## src/otc_pkg.sv

```systemverilog
// Constants shared by the oscillator tuning and PLL control block.
// Assumes a single 250 MHz clock and a 32-bit AXI4-Lite register bus.
package otc_pkg;

  // ****************************************************************
  // Register map and field layout
  // ****************************************************************
  localparam int          ADDR_W         = 8;      // Decoded address bits.
  localparam logic [7:0]  ADDR_TRIM      = 8'h00;  // Oscillator tuning.
  localparam logic [7:0]  ADDR_CFG       = 8'h04;  // Clock configuration.
  localparam logic [7:0]  ADDR_STAT      = 8'h08;  // Block status.
  localparam logic [7:0]  ADDR_FREQ      = 8'h0c;  // Frequency estimate.
  localparam int          TRIM_W         = 5;      // Trim field width.
  localparam int          BIT_LF_SRC     = 7;      // Low-freq source select.
  localparam int          BIT_PLL_EN     = 6;      // PLL software enable.
  localparam int          BIT_RSVD       = 5;      // Unimplemented, reads 0.
  localparam int          CFG_OSC_LSB    = 0;      // Oscillator config code.
  localparam int          CFG_FSEL_LSB   = 4;      // Frequency select code.
  localparam int          STAT_PLL       = 0;      // PLL running.
  localparam int          STAT_LF        = 1;      // Low-freq from fast osc.
  localparam int          STAT_WDT       = 2;      // Watchdog on slow RC.
  localparam int          STAT_FAST_LSB  = 8;      // Applied fast trim.
  localparam int          STAT_SLOW_LSB  = 16;     // Applied slow trim.
  localparam int          FREQ_DEV_LSB   = 16;     // Device clock estimate.

  // ****************************************************************
  // Reset values and codes
  // ****************************************************************
  localparam logic [4:0]  TRIM_RST       = 5'h00;  // Calibrated centre.
  localparam logic [3:0]  OSC_CFG_RST    = 4'h0;   // Config code at reset.
  localparam logic [2:0]  FSEL_RST       = 3'h4;   // 1 MHz at reset.
  localparam logic [3:0]  OSC_INT_IO2    = 4'h9;   // Internal osc mode.
  localparam logic [3:0]  OSC_INT_IO1    = 4'h8;   // Internal osc mode.
  localparam logic [2:0]  FSEL_8M        = 3'h7;   // Fast osc direct.
  localparam logic [2:0]  FSEL_4M        = 3'h6;   // First postscaler tap.
  localparam logic [2:0]  FSEL_LF        = 3'h0;   // Low-frequency tap.
  localparam logic [1:0]  RESP_OKAY      = 2'h0;   // AXI okay.
  localparam logic [1:0]  RESP_SLVERR    = 2'h2;   // AXI slave error.

  // ****************************************************************
  // Frequencies and timing
  // ****************************************************************
  localparam int          NOMINAL_KHZ    = 8000;   // Fast osc at centre.
  localparam int          SLOW_RC_KHZ    = 31;     // Slow RC nominal.
  localparam int          MAX_DEV_KHZ    = 32000;  // Ceiling with the PLL.
  localparam int          PLL_SHIFT      = 2;      // Multiply by four.
  localparam int          LF_DIV_SHIFT   = 8;      // Divide by 256.
  localparam int          CLK_PERIOD_NS  = 4;      // 250 MHz clock.
  localparam int          FAST_SETTLE_NS = 1000000; // 1 ms settle.
  localparam int          SLOW_PERIOD_NS = 32000;  // Slow RC period.
  localparam int          SLOW_SETTLE_N  = 8;      // Slow RC edges.
  // Longest times, so both round down.
  localparam int          FAST_SETTLE_CYC = FAST_SETTLE_NS / CLK_PERIOD_NS;
  localparam int          SLOW_SETTLE_CYC =
    (SLOW_SETTLE_N * SLOW_PERIOD_NS) / CLK_PERIOD_NS;

  // Settle timer states, one-hot.
  typedef enum logic [1:0] {
    ST_IDLE = 2'b01,
    ST_WAIT = 2'b10
  } otc_settle_t;

endpackage : otc_pkg

```

## src/otc_trim_if.sv

```systemverilog
// Interface carrying a trim update from the register logic to a settle unit.
// Assumes both ends run on the same clock.
`timescale 1ns/10ps
interface otc_trim_if;
  logic                        start;    // One-cycle new-trim pulse.
  logic [otc_pkg::TRIM_W-1:0]  target;   // Trim written by software.
  logic [otc_pkg::TRIM_W-1:0]  applied;  // Trim the oscillator runs at.

  modport ctrl (output start, output target, input applied);
  modport unit (input start, input target, output applied);
endinterface : otc_trim_if
```

## src/otc_osc_tune.sv

```systemverilog
// Internal oscillator tuning and PLL control with an AXI4-Lite slave.
// Assumes an AXI4-Lite master on aclk that keeps valid and payload stable
// until the handshake; only byte lane 0 carries register data.
//
// Contract
// - Centre trim gives nominal 8 MHz fast oscillator.
// - Slow RC settles within eight RC cycles.
// - Fast oscillator settles within one millisecond.
// - Writes never stall; no settle-done indication.
// - Every trim step changes frequency equally.
// - PLL multiplies by four, at most 32 MHz at centre trim.
// - Tuning bit 6 enables the PLL where mode and select allow it.
// - PLL allowed only in internal oscillator modes.
// - PLL runs only at 8 or 4 MHz.
// - Unavailable PLL enable held and read zero.
// - Bit 7 picks fast/256 or slow RC.
// - Trim field is signed around the centre.
// - Tuning bit 5 always reads zero.
// - Three-bit select: 7 direct, down to 0.
// - Watchdog always uses slow RC.
`timescale 1ns/10ps
module otc_osc_tune #(
  parameter int unsigned FAST_CYC  = otc_pkg::FAST_SETTLE_CYC, // Fast wait.
  parameter int unsigned SLOW_CYC  = otc_pkg::SLOW_SETTLE_CYC, // Slow wait.
  parameter int          STEP_KHZ  = 40   // Frequency change per trim step.
) (
  input  wire logic                     aclk,          // Clock, 250 MHz.
  input  wire logic                     aresetn,       // Reset, active low.
  input  wire logic [otc_pkg::ADDR_W-1:0] awaddr,      // Write address.
  input  wire logic                     awvalid,       // Write addr valid.
  output logic                          awready,       // Write addr ready.
  input  wire logic [31:0]              wdata,         // Write data.
  input  wire logic [3:0]               wstrb,         // Byte enables.
  input  wire logic                     wvalid,        // Write data valid.
  output logic                          wready,        // Write data ready.
  output logic [1:0]                    bresp,         // Write response.
  output logic                          bvalid,        // Response valid.
  input  wire logic                     bready,        // Response ready.
  input  wire logic [otc_pkg::ADDR_W-1:0] araddr,      // Read address.
  input  wire logic                     arvalid,       // Read addr valid.
  output logic                          arready,       // Read addr ready.
  output logic [31:0]                   rdata,         // Read data.
  output logic [1:0]                    rresp,         // Read response.
  output logic                          rvalid,        // Read data valid.
  input  wire logic                     rready,        // Read data ready.
  output logic [otc_pkg::TRIM_W-1:0]    fast_trim,     // Fast osc trim.
  output logic [otc_pkg::TRIM_W-1:0]    slow_trim,     // Slow RC trim.
  output logic                          pll_run,       // PLL engaged.
  output logic                          lf_from_fast,  // Low-freq source.
  output logic                          wdt_on_slow    // Watchdog source.
);

  // ****************************************************************
  // State
  // ****************************************************************
  logic                        awready_q, wready_q, bvalid_q;  // Write side.
  logic                        arready_q, rvalid_q;            // Read side.
  logic [1:0]                  bresp_q, rresp_q;  // Responses.
  logic [31:0]                 rdata_q;           // Read data.
  logic                        aw_have_q;         // Address held.
  logic                        w_have_q;          // Data held.
  logic [otc_pkg::ADDR_W-1:0]  aw_addr_q;         // Held write address.
  logic [7:0]                  w_byte_q;          // Held lane 0 data.
  logic                        w_lane_q;          // Lane 0 enabled.
  logic                        lf_src_q;          // Low-freq source select.
  logic                        pll_en_q;          // PLL software enable.
  logic [otc_pkg::TRIM_W-1:0]  tune_q;            // Written trim field.
  logic [3:0]                  osc_cfg_q;         // Primary osc config.
  logic [2:0]                  fsel_q;            // Internal freq select.
  logic                        start_q;           // Trim update pulse.
  logic                        pll_q, lf_q, wdt_q; // Registered outputs.

  logic wr_fire;    // Both halves of a write are held.
  logic wr_hit;     // Write address is mapped.
  logic pll_avail;  // Oscillator configuration allows the PLL.
  logic freq_ok;    // Selected frequency allows the PLL.
  logic [15:0] fast_khz, dev_khz, base_khz;  // Frequency estimates.
  logic [31:0] rd_word;  // Read mux.
  logic        rd_hit;   // Read address is mapped.

  otc_trim_if fast_if ();
  otc_trim_if slow_if ();

  // ****************************************************************
  // AXI4-Lite write channel
  // ****************************************************************
  assign wr_fire = aw_have_q && w_have_q && !bvalid_q;
  assign wr_hit  = aw_addr_q == otc_pkg::ADDR_TRIM
                || aw_addr_q == otc_pkg::ADDR_CFG
                || aw_addr_q == otc_pkg::ADDR_STAT
                || aw_addr_q == otc_pkg::ADDR_FREQ;

  // Address and data are taken independently, one of each per write.
  always_ff @(posedge aclk) begin
    if (!aresetn) begin
      awready_q <= 1'b0;
      wready_q  <= 1'b0;
    end else begin
      awready_q <= awvalid && !awready_q && !aw_have_q && !bvalid_q;
      wready_q  <= wvalid && !wready_q && !w_have_q && !bvalid_q;
    end
  end

  // Hold each half until the write is carried out.
  always_ff @(posedge aclk) begin
    if (!aresetn) begin
      aw_have_q <= 1'b0;
      w_have_q  <= 1'b0;
      aw_addr_q <= '0;
      w_byte_q  <= 8'h00;
      w_lane_q  <= 1'b0;
    end else begin
      if (awvalid && awready_q) begin
        aw_have_q <= 1'b1;
        aw_addr_q <= awaddr;
      end else if (wr_fire) begin
        aw_have_q <= 1'b0;
      end
      if (wvalid && wready_q) begin
        w_have_q <= 1'b1;
        w_byte_q <= wdata[7:0];
        w_lane_q <= wstrb[0];
      end else if (wr_fire) begin
        w_have_q <= 1'b0;
      end
    end
  end

  // Response follows one cycle after both halves; no wait on the clock.
  always_ff @(posedge aclk) begin
    if (!aresetn) begin
      bvalid_q <= 1'b0;
      bresp_q  <= otc_pkg::RESP_OKAY;
    end else if (wr_fire) begin
      bvalid_q <= 1'b1;
      bresp_q  <= wr_hit ? otc_pkg::RESP_OKAY : otc_pkg::RESP_SLVERR;
    end else if (bready) begin
      bvalid_q <= 1'b0;
    end
  end

  // ****************************************************************
  // Tuning and configuration registers
  // ****************************************************************
  assign pll_avail = osc_cfg_q == otc_pkg::OSC_INT_IO2
                  || osc_cfg_q == otc_pkg::OSC_INT_IO1;
  assign freq_ok   = fsel_q == otc_pkg::FSEL_8M
                  || fsel_q == otc_pkg::FSEL_4M;

  // Trim and source select; a trim write also restarts both settle timers.
  always_ff @(posedge aclk) begin
    if (!aresetn) begin
      lf_src_q <= 1'b0;
      tune_q   <= otc_pkg::TRIM_RST;
      start_q  <= 1'b0;
    end else begin
      start_q <= 1'b0;
      if (wr_fire && w_lane_q && aw_addr_q == otc_pkg::ADDR_TRIM) begin
        lf_src_q <= w_byte_q[otc_pkg::BIT_LF_SRC];
        tune_q   <= w_byte_q[otc_pkg::TRIM_W-1:0];
        start_q  <= 1'b1;
      end
    end
  end

  // The enable is forced low in any oscillator mode that does not allow the PLL.
  always_ff @(posedge aclk) begin
    if (!aresetn) begin
      pll_en_q <= 1'b0;
    end else if (!pll_avail) begin
      pll_en_q <= 1'b0;
    end else if (wr_fire && w_lane_q
                 && aw_addr_q == otc_pkg::ADDR_TRIM) begin
      pll_en_q <= w_byte_q[otc_pkg::BIT_PLL_EN];
    end
  end

  // Configuration code and frequency select from the wider clock unit.
  always_ff @(posedge aclk) begin
    if (!aresetn) begin
      osc_cfg_q <= otc_pkg::OSC_CFG_RST;
      fsel_q    <= otc_pkg::FSEL_RST;
    end else if (wr_fire && w_lane_q && aw_addr_q == otc_pkg::ADDR_CFG) begin
      osc_cfg_q <= w_byte_q[otc_pkg::CFG_OSC_LSB +: 4];
      fsel_q    <= w_byte_q[otc_pkg::CFG_FSEL_LSB +: 3];
    end
  end

  // ****************************************************************
  // Settle timers
  // ****************************************************************
  assign fast_if.start  = start_q;
  assign fast_if.target = tune_q;
  assign slow_if.start  = start_q;
  assign slow_if.target = tune_q;

  otc_settle #(.CYCLES(FAST_CYC)) u_fast (
    .aclk    (aclk),
    .aresetn (aresetn),
    .trim    (fast_if.unit)
  );

  otc_settle #(.CYCLES(SLOW_CYC)) u_slow (
    .aclk    (aclk),
    .aresetn (aresetn),
    .trim    (slow_if.unit)
  );

  // ****************************************************************
  // Clock routing
  // ****************************************************************
  // Registered so that every routing output comes from a flip-flop.
  always_ff @(posedge aclk) begin
    if (!aresetn) begin
      pll_q <= 1'b0;
      lf_q  <= 1'b0;
      wdt_q <= 1'b1;
    end else begin
      pll_q <= pll_en_q && pll_avail && freq_ok;
      lf_q  <= lf_src_q;
      wdt_q <= 1'b1;
    end
  end

  // Linear estimate: the same step per code keeps the estimate honest.
  assign fast_khz = 16'(otc_pkg::NOMINAL_KHZ
                  + int'($signed(fast_if.applied)) * STEP_KHZ);

  // Postscaler taps halve per code; code 0 takes the low-freq source.
  always_comb begin
    if (fsel_q == otc_pkg::FSEL_LF) begin
      base_khz = lf_q ? (fast_khz >> otc_pkg::LF_DIV_SHIFT)
                      : 16'(otc_pkg::SLOW_RC_KHZ);
    end else begin
      base_khz = fast_khz >> (otc_pkg::FSEL_8M - fsel_q);
    end
    dev_khz = pll_q ? 16'(base_khz << otc_pkg::PLL_SHIFT)
                    : base_khz;
  end

  // ****************************************************************
  // AXI4-Lite read channel
  // ****************************************************************
  always_comb begin
    rd_word = 32'h0000_0000;
    rd_hit  = 1'b1;
    if (araddr == otc_pkg::ADDR_TRIM) begin
      rd_word[otc_pkg::BIT_LF_SRC]    = lf_src_q;
      // Gated so a stale enable never reads back in the cycle it clears.
      rd_word[otc_pkg::BIT_PLL_EN]    = pll_en_q && pll_avail;
      rd_word[otc_pkg::TRIM_W-1:0]    = tune_q;
    end else if (araddr == otc_pkg::ADDR_CFG) begin
      rd_word[otc_pkg::CFG_OSC_LSB +: 4]  = osc_cfg_q;
      rd_word[otc_pkg::CFG_FSEL_LSB +: 3] = fsel_q;
    end else if (araddr == otc_pkg::ADDR_STAT) begin
      rd_word[otc_pkg::STAT_PLL] = pll_q;
      rd_word[otc_pkg::STAT_LF]  = lf_q;
      rd_word[otc_pkg::STAT_WDT] = wdt_q;
      rd_word[otc_pkg::STAT_FAST_LSB +: otc_pkg::TRIM_W] = fast_if.applied;
      rd_word[otc_pkg::STAT_SLOW_LSB +: otc_pkg::TRIM_W] = slow_if.applied;
    end else if (araddr == otc_pkg::ADDR_FREQ) begin
      rd_word[15:0] = fast_khz;
      rd_word[otc_pkg::FREQ_DEV_LSB +: 16] = dev_khz;
    end else begin
      rd_hit = 1'b0;
    end
  end

  // One read at a time; data is sampled at the address handshake.
  always_ff @(posedge aclk) begin
    if (!aresetn) begin
      arready_q <= 1'b0;
      rvalid_q  <= 1'b0;
      rdata_q   <= 32'h0000_0000;
      rresp_q   <= otc_pkg::RESP_OKAY;
    end else begin
      arready_q <= arvalid && !arready_q && !rvalid_q;
      if (arvalid && arready_q) begin
        rvalid_q <= 1'b1;
        rdata_q  <= rd_word;
        rresp_q  <= rd_hit ? otc_pkg::RESP_OKAY : otc_pkg::RESP_SLVERR;
      end else if (rready) begin
        rvalid_q <= 1'b0;
      end
    end
  end

  assign awready      = awready_q;
  assign wready       = wready_q;
  assign bvalid       = bvalid_q;
  assign bresp        = bresp_q;
  assign arready      = arready_q;
  assign rvalid       = rvalid_q;
  assign rdata        = rdata_q;
  assign rresp        = rresp_q;
  assign fast_trim    = fast_if.applied;
  assign slow_trim    = slow_if.applied;
  assign pll_run      = pll_q;
  assign lf_from_fast = lf_q;
  assign wdt_on_slow  = wdt_q;

  // ****************************************************************
  // Checks
  // ****************************************************************
  a_gap_bit_zero: assert property (@(posedge aclk) disable iff (!aresetn)
    (arvalid && arready_q && araddr == otc_pkg::ADDR_TRIM)
      |=> rdata_q[otc_pkg::BIT_RSVD] == 1'b0)
    else $error("Tuning bit 5 read as one.");

  a_pll_forced_off: assert property (@(posedge aclk) disable iff (!aresetn)
    !pll_avail |=> !pll_en_q ##1 !pll_q)
    else $error("PLL enable not cleared in a non-internal mode.");

  a_pll_gating: assert property (@(posedge aclk) disable iff (!aresetn)
    pll_q == $past(pll_en_q && pll_avail && freq_ok))
    else $error("PLL state does not follow its gating.");

  a_pll_enable_write: assert property (@(posedge aclk)
    disable iff (!aresetn)
    (wr_fire && w_lane_q && aw_addr_q == otc_pkg::ADDR_TRIM && pll_avail)
      |=> pll_en_q == $past(w_byte_q[otc_pkg::BIT_PLL_EN]))
    else $error("PLL enable not taken from tuning bit 6.");

  a_lf_source: assert property (@(posedge aclk) disable iff (!aresetn)
    lf_src_q |-> ##1 lf_q ##0 (fsel_q != otc_pkg::FSEL_LF
      || base_khz == (fast_khz >> otc_pkg::LF_DIV_SHIFT)))
    else $error("Low-frequency source not the divided fast osc.");

  a_wdt_slow: assert property (@(posedge aclk) disable iff (!aresetn)
    $past(aresetn) |-> wdt_q)
    else $error("Watchdog moved off the slow RC.");

  a_trim_centre: assert property (@(posedge aclk) disable iff (!aresetn)
    fast_if.applied == otc_pkg::TRIM_RST
      |-> fast_khz == 16'(otc_pkg::NOMINAL_KHZ))
    else $error("Centre trim is not the nominal frequency.");

  a_uniform_step: assert property (@(posedge aclk) disable iff (!aresetn)
    int'(fast_khz) - otc_pkg::NOMINAL_KHZ
      == int'($signed(fast_if.applied)) * STEP_KHZ)
    else $error("Trim step is not uniform.");

  a_device_x4: assert property (@(posedge aclk) disable iff (!aresetn)
    pll_q |-> int'(dev_khz) == (int'(base_khz) << otc_pkg::PLL_SHIFT)
      && (fast_if.applied != otc_pkg::TRIM_RST
          || int'(dev_khz) <= otc_pkg::MAX_DEV_KHZ))
    else $error("PLL output is not four times its input.");

  a_write_answer: assert property (@(posedge aclk) disable iff (!aresetn)
    wr_fire |=> bvalid_q)
    else $error("Write response not given next cycle.");

endmodule : otc_osc_tune

```

## src/otc_settle.sv

```systemverilog
// Settle timer: moves an oscillator to a newly written trim no later
// than a fixed number of clock cycles after the write.
// Assumes target stays stable from the start pulse until it is applied.
`timescale 1ns/10ps
module otc_settle #(
  parameter int unsigned CYCLES = 8  // Longest settling time in cycles.
) (
  input  wire logic  aclk,     // Block clock.
  input  wire logic  aresetn,  // Synchronous reset, active low.
  otc_trim_if.unit   trim      // Trim request and applied value.
);

  // ****************************************************************
  // Countdown
  // ****************************************************************
  otc_pkg::otc_settle_t     state_q;  // Idle or waiting to apply.
  logic [31:0]              cnt_q;    // Cycles left before applying.
  logic [otc_pkg::TRIM_W-1:0] app_q;  // Trim in effect.

  // A new write restarts the wait, so the latest value always wins and
  // nothing flags completion to software.
  always_ff @(posedge aclk) begin
    if (!aresetn) begin
      state_q <= otc_pkg::ST_IDLE;
      cnt_q   <= 32'h0000_0000;
    end else if (trim.start) begin
      state_q <= otc_pkg::ST_WAIT;
      cnt_q   <= 32'(CYCLES - 1);
    end else begin
      case (state_q)
        otc_pkg::ST_WAIT: begin
          if (cnt_q == 32'h0000_0000) begin
            state_q <= otc_pkg::ST_IDLE;
          end else begin
            cnt_q <= cnt_q - 32'h0000_0001;
          end
        end
        default: begin
          state_q <= otc_pkg::ST_IDLE;
        end
      endcase
    end
  end

  // The oscillator adopts the new trim at the end of the wait.
  always_ff @(posedge aclk) begin
    if (!aresetn) begin
      app_q <= otc_pkg::TRIM_RST;
    end else if (state_q == otc_pkg::ST_WAIT && cnt_q == 32'h0000_0000
                 && !trim.start) begin
      app_q <= trim.target;
    end
  end

  assign trim.applied = app_q;

  // ****************************************************************
  // Checks
  // ****************************************************************
  a_settle_bound: assert property (@(posedge aclk) disable iff (!aresetn)
    state_q == otc_pkg::ST_WAIT |-> cnt_q < 32'(CYCLES))
    else $error("Settle wait longer than its bound.");

  a_applied_hold: assert property (@(posedge aclk) disable iff (!aresetn)
    state_q == otc_pkg::ST_IDLE |=> $stable(app_q) || $past(trim.start))
    else $error("Applied trim moved while idle.");

endmodule : otc_settle

```

## config.mk

```make
export PLATFORM = sky130hd
export DESIGN_NAME = otc_osc_tune
export DESIGN_NICKNAME = d
export VERILOG_FILES = /design/src/otc_pkg.sv /design/src/otc_trim_if.sv /design/src/otc_osc_tune.sv /design/src/otc_settle.sv
export SDC_FILE = /design/constraint.sdc
export NUM_CORES = 1
export LEC_CHECK = 0
export BUFFER_PORTS_ARGS = -buffer_cell sky130_fd_sc_hd__buf_2
export CORE_ASPECT_RATIO = 1.25
export CORE_MARGIN = 2
export CORE_UTILIZATION = 23
export DETAILED_ROUTE_END_ITERATION = 10
export GPL_TIMING_DRIVEN = 0
export HOLD_SLACK_MARGIN = 0.06
export PLACE_DENSITY = 0.48
export SKIP_CTS_REPAIR_TIMING = 1
export SYNTH_ARGS = -nofsm -noshare
export SYNTH_HDL_FRONTEND = slang
export SYNTH_SLANG_ARGS = --single-unit
```

## constraint.sdc

```tcl
create_clock -name aclk -period 4.9 [get_ports aclk]
set_clock_uncertainty 0.1 [all_clocks]
set_input_delay 0.245 -clock aclk [delete_from_list [all_inputs] [get_ports aclk]]
set_output_delay 0.245 -clock aclk [all_outputs]
set_load 0.1 [all_outputs]
```

==> impl_metrics.env, run 1 <==
export IMPL_path_max_fanout=9
export IMPL_power_frac_seq=0.448
export IMPL_ys_seq_area_frac=0.4001
export IMPL_numPortBuffers=79
export IMPL_pre_cts_slack_ns=0.7549
export IMPL_syn_inst=896
export IMPL_drt_iter0_drc=444
export IMPL_root_buffer="clkbuf_16"
export IMPL_wl_um=23810
export IMPL_ir_drop_uv=240.4
export IMPL_p_switching_uw=635.3
export IMPL_synth_top_area_share=0.4001
export IMPL_cts_max_level=4
export IMPL_r2r_cells=10
export IMPL_path_common_cell="ha_1"
export IMPL_die_area_mm2=0.03433
export IMPL_synth_cell_types=77
export IMPL_max_clock_freq_mhz=236.2
export IMPL_finalCriticalPeriod_ns=4.233
export IMPL_fin_crit_sh=0.8639
export IMPL_antenna_found_initial=0
export IMPL_start_util=0.2325
export IMPL_clockBufferDepth=2
export IMPL_worstSetupStartpointType="register"
export IMPL_syn_area_mm2=0.007556
export IMPL_die_x_um=166.1
export IMPL_async_reset_ff_frac=0
export IMPL_pwr_share_clk=0.502
export IMPL_num_rows=74
export IMPL_status="completed"
export IMPL_finalMaxSlewViolations=0
export IMPL_dpl_cell_area_mm2=0.008486
export IMPL_maxSlewHeadroom=0.1463
export IMPL_critPathCaptureType="register"
export IMPL_gp_congestion=0.9236
export IMPL_power_density_mw_per_mm2=297.2
export IMPL_first_global_vias=6516
export IMPL_drive_gt1_frac=0.1348
export IMPL_p_sw_frac=0.2293
export IMPL_syn2layout_area_growth_pct=23.38
export IMPL_antenna_left=0
export IMPL_wl_per_cell_um=16.43
export IMPL_synth_area_top_cells="dfxtp_1 (40%), nor2_1 (5.2%), xnor2_1 (4.2%)"
export IMPL_die_h_um=206.6
export IMPL_setup_slack_ns=0.6668
export IMPL_cts_num_sinks=151
export IMPL_vias=6899
export IMPL_dp_hpwl_um=17840
export IMPL_grt_pass1_wl_um=36290
export IMPL_rsz0062_at_grt="no"
export IMPL_cts_inserted_buffers=17
export IMPL_cts_tree="done"
export IMPL_grt_start_max_net_pins=17
export IMPL_grt_overflow=0
export IMPL_hold_viol=0
export IMPL_insertion_delay_ns=0.43
export IMPL_arrival_ns=4.44
export IMPL_grt_usage=0.1358
export IMPL_finalSetupViolations=0
export IMPL_pwr_share_comb=0.050
export IMPL_path_class="reg2reg"
export IMPL_power_internal_uw=2135
export IMPL_clkTransAtPathRegs_ns=0.07
export IMPL_synth_edff_count=0
export IMPL_cellLeakagePower_uw=0.003727
export IMPL_avgViaCountPerCell=4.761
export IMPL_crit_required_ns=5.10
export IMPL_cp_cell_sequence="ha_1, ha_1, fa_1, ha_1, a2111oi_0, o21ai_0, nand2b_1, o21ai_0, o41ai_1, o211ai_1"
export IMPL_whs_ns=0.1424
export IMPL_synth_top_area_cell="dfxtp_1"
export IMPL_setup_tns_ns=0
export IMPL_slowest_delay_ns=0.94
export IMPL_worst_pin_slew_ns=1.270
export IMPL_design_area_mm2=0.009323
export IMPL_whs_path_depth=2
export IMPL_io_pins=113
export IMPL_maxCapViolCount=0
export IMPL_core_area_mm2=0.03250
export IMPL_hp_class="in2reg"
export IMPL_avgSynthCellArea_um2=8.433
export IMPL_num_antenna_cells=0
export IMPL_synth_ff_type="dfxtp_1"
export IMPL_dr_pass1_iters=5
export IMPL_final_nets=1088
export IMPL_drc_errors=0
export IMPL_synth_seq_cells=151
export IMPL_crit_slowest_cell="a2111oi_0"
export IMPL_ys_warn_count=0
layout by cell type, fill, tap and decap left out, types with 4 or more instances in the layout:
cell type      instances
or3_1                 14
nor2_1               104
nor2b_1               15
conb_1                 5
nand2b_1              22
xor2_1                18
nor4b_1                6
ha_1                  10
or4_1                  7
clkbuf_1              43
and2_1                 5
o22ai_1                6
o31ai_1                6
buf_1                  5
nand3b_1               4
mux2_2                 4
nand4_1                6
mux2i_1               30
dlygate4sd3_1         21
nor3_1                29
o21a_1                15
clkbuf_16             17
a21oi_1               54
o21ai_0               41
xnor2_1               36
clkbuf_8               4
inv_1                 19
buf_4                  5
a21boi_0               7
nand3_1               33
dfxtp_1              151
buf_2                 80
nor4_1                24
o211ai_1               6
nand2_1               83
a31oi_1               10
a22oi_1                9
logic make-up (layout without fill, tap and decap cells):
family | after synthesis | after routing | share of synthesized area
fa+ha+maj | 11 | 11 | 0.01921
buf+inv | 73 | 205 | 0.03991
xor+xnor | 56 | 56 | 0.06855
simple gates | 376 | 376 | 0.2567
compound gates | 192 | 192 | 0.1659
other cells | 2 | 5 | 0.0009939
flops | 151 | 151 | 0.4001
mux | 35 | 35 | 0.04868
layer usage:
| layer | share of wire | wire, um | GRT usage | vias up |
|---|---|---|---|---|
| met5 | 0 | 0 | 0 | - |
| met4 | 0.031 | 727 | 0.06273 | 0 |
| met3 | 0.041 | 983 | 0.02459 | 37 |
| met2 | 0.51 | 12210 | 0.2490 | 181 |
| met1 | 0.42 | 9886 | 0.1536 | 3243 |
| li1 | - | - | - | 3438 |
critical path: cells and delay by family (launching register included):
family	cells	cell delay, ns
adder cells (fa/ha/maj)	4	1.28
AO/OA/AOI/OAI	5	1.86
flip-flops	1	0.59
AND/OR/NAND/NOR	1	0.28
Yosys cell counts (6+ instances only):
cell,instances
dfxtp_1,151
nor2_1,104
nand2_1,83
a21oi_1,54
clkbuf_1,41
o21ai_0,41
xnor2_1,36
nand3_1,33
mux2i_1,30
nor3_1,29
nor4_1,24
nand2b_1,22
inv_1,19
xor2_1,18
nor2b_1,15
o21a_1,15
or3_1,14
a31oi_1,10
ha_1,10
a22oi_1,9
a21boi_0,7
or4_1,7
nand4_1,6
nor4b_1,6
o211ai_1,6
o22ai_1,6
o31ai_1,6
final timing paths:
check,start,endpoint,slack [ns]
max,u_fast.trim.applied[1],rdata[23],0.67
min,awvalid,awready,0.14
max reg2reg,u_fast.trim.applied[1],rdata[23],0.67
min reg2reg,rdata[29],rdata[29],0.33
per-stage QoR:
step / cells / util / total power, uW
finish: 1449 / 0.2869 / 2771
global placement: 1396 / 0.2611 / 1395
CTS: 1428 / 0.2804 / 2795
global route: 1449 / 0.2869 / 2861
detailed placement: 1396 / 0.2611 / 1395
floorplan: 899 / - / 1349
area by class of cell:
class	count	area [um^2]
multi-input combinational	675	4243
fill	3465	23180
clock inverter	9	138.9
sequential	151	3023
buffer	53	226.5
timing repair buffer	100	605.6
clock buffer	23	488.0
inverter	20	75.07
tap	418	523.0
power by group through the flow:
stage	Combinational, uW	Sequential [uW]	Clock, uW
floorplan	64.2	1280	0
global placement	127	1270	0
detailed placement	127	1270	0
CTS	127	1240	1430
global route	149	1240	1470
finish	139	1240	1390
state kept, by name (all words and copies together) (netlist names), 3 cells and up:
register	flops
u_fast.cnt_q	32
u_slow.cnt_q	32
rdata	30
aw_addr_q	8
w_byte_q	8
fast_if.target	5
u_fast.trim.applied	5
u_slow.trim.applied	5
osc_cfg_q	4
fsel_q	3
Note: power is estimated with default switching activity, not from simulation.
==> inputs of run 2 (changes only) <==
Settings changed: RECOVER_POWER set to 50, SKIP_LAST_GASP set to 1.
==> run 2 against run 1 <==
  * Non-clock buffer count is the same
  * Combinational power hardly changed
  * Wire length hardly changed
  * Core utilization is 0.24 points lower
  * Worst setup slack improved by 0.032 ns
  * The run now ends with capacitance limit, slew limit left
  * Critical endpoint unchanged
  * Register-to-register slack improved by 0.03 ns
  * Via count up 1.1%
  * Hold slack about the same
  * Clock-buffer cell count did not move
  * Critical path depth stayed put
  * Sequential share of layout area is 0.27 points higher
==> impl_metrics.env, run 2 (synthesized netlist as in run 1, its figures left out) <==
export IMPL_numPortBuffers=79
export IMPL_io_pins=113
export IMPL_multi_input_area_mm2=0.004230
export IMPL_setup_tns_ns=0
export IMPL_register_area_mm2=0.003023
export IMPL_post_route_util=0.2845
export IMPL_worstSetupStartpointType="register"
export IMPL_r2r_end="rdata[23]"
export IMPL_num_antenna_cells=0
export IMPL_wl_per_cell_um=16.44
export IMPL_cts_max_level=4
export IMPL_rsz0062_at_grt="no"
export IMPL_start_util=0.2325
export IMPL_clkTransAtPathRegs_ns=0.07
export IMPL_grt_usage=0.1358
export IMPL_ff2ff_setup_slack_ns=0.70
export IMPL_status="complete, but fails checks"
export IMPL_dr_pass1_iters=5
export IMPL_dp_hpwl_um=17840
export IMPL_num_rows=74
export IMPL_wl_um=23820
export IMPL_path_max_fanout=9
export IMPL_antenna_left=0
export IMPL_root_buffer="clkbuf_16"
export IMPL_die_x_um=166.1
export IMPL_antenna_found_initial=0
export IMPL_p_total_uw=2770
export IMPL_drive_gt1_frac=0.08244
export IMPL_pre_cts_slack_ns=0.7549
export IMPL_drc_errors=0
export IMPL_final_common_cell="dfxtp_1"
export IMPL_max_clock_freq_mhz=238.0
export IMPL_die_area_mm2=0.03433
export IMPL_avgViaCountPerCell=4.812
export IMPL_finalMaxSlewViolations=9
export IMPL_gp_congestion=0.9236
export IMPL_finalSetupViolations=0
export IMPL_core_area_mm2=0.03250
export IMPL_grt_overflow=0
export IMPL_grt_pass1_wl_um=36290
export IMPL_drt_iter0_drc=415
export IMPL_maxCapViolCount=1
export IMPL_clockBufferDepth=2
export IMPL_endpoint="rdata[23]"
export IMPL_fin_crit_sh=0.8574
export IMPL_vias=6972
export IMPL_path_class="reg2reg"
export IMPL_cts_tree="done"
export IMPL_cts_inserted_buffers=17
export IMPL_hold_viol=0
export IMPL_setup_slack_ns=0.6990
export IMPL_maxSlewHeadroom=-0.4363
export IMPL_crit_required_ns=5.11
export IMPL_first_global_vias=6516
export IMPL_cellLeakagePower_uw=0.003501
export IMPL_final_nets=1088
export IMPL_whs_path_depth=2
export IMPL_ir_drop_uv=240.8
export IMPL_power_density_mw_per_mm2=299.7
export IMPL_finalCriticalPeriod_ns=4.201
export IMPL_arrival_ns=4.41
export IMPL_r2r_start="u_fast.trim.applied[1]"
export IMPL_hp_class="in2reg"
export IMPL_cts_num_sinks=151
export IMPL_violations="capacitance limit, slew limit"
export IMPL_insertion_delay_ns=0.43
export IMPL_final_cell_mix="dfxtp_1 (151), nor2_1 (104), clkbuf_1 (96)"
export IMPL_syn2layout_area_growth_pct=22.35
export IMPL_critPathCaptureType="register"
export IMPL_hold_start="awvalid"
export IMPL_nFillCells=3493
export IMPL_grt_start_max_net_pins=17
export IMPL_worst_pin_slew_ns=2.135
export IMPL_r2r_cells=10
export IMPL_startpoint="u_fast.trim.applied[1]"
export IMPL_die_h_um=206.6
[run 2: how the worst min path moves through the flow]
stage	end	slack [ns]
6_report	awready	0.14
5_1_grt	aw_addr_q[6]	0.16
3_3_place_gp	rdata[29]	0.33
4_1_cts	w_lane_q	-0.05
2_1_floorplan	arready	0.26
3_5_place_dp	rdata[29]	0.33
[run 2: cell type report]
cell class,instances,share of cell area
Clock buffer,23,0.05278
Inverter,20,0.008120
Buffer,53,0.02436
Tap cell,418,0.05657
Sequential cell,151,0.3270
Timing Repair Buffer,100,0.05860
Multi-Input combinational cell,675,0.4576
Clock inverter,9,0.01502
[run 2: worst max-delay path, stage by stage (launching register included)]
cell and delay (ns):
dfxtp_1 0.59, ha_1 0.31, ha_1 0.24, fa_1 0.47, ha_1 0.26, a2111oi_0 0.92, o21ai_0 0.27, nand2b_1 0.28
o21ai_0 0.16, o41ai_1 0.34, o211ai_1 0.14
[run 2: where the power goes]
group          total (uW)  switching, uW  internal, uW
registers            1240           5.62          1240
clock network        1390            532           860
logic                 137           98.5          38.9
total                2770            636          2130
[run 2: through the flow]
| stage | cell area (um^2) | cells | hold WS [ns] |
|---|---|---|---|
| after CTS | 9112 | 1428 | -0.05403 |
| after global placement | 8486 | 1396 | 0.3293 |
| after floorplan | 7567 | 899 | 0.2633 |
| after global routing | 9245 | 1449 | 0.1550 |
| after detailed placement | 8486 | 1396 | 0.3261 |
| final | 9245 | 1449 | 0.1422 |
[run 2: per-layer routing]
| metal | routed length, um | global-route usage | vias up |
|---|---|---|---|
| li1 | - | - | 3438 |
| met3 | 1119 | 0.02459 | 46 |
| met2 | 12120 | 0.2490 | 212 |
| met4 | 752 | 0.06273 | 0 |
| met1 | 9828 | 0.1536 | 3276 |
| met5 | 0 | 0 | - |
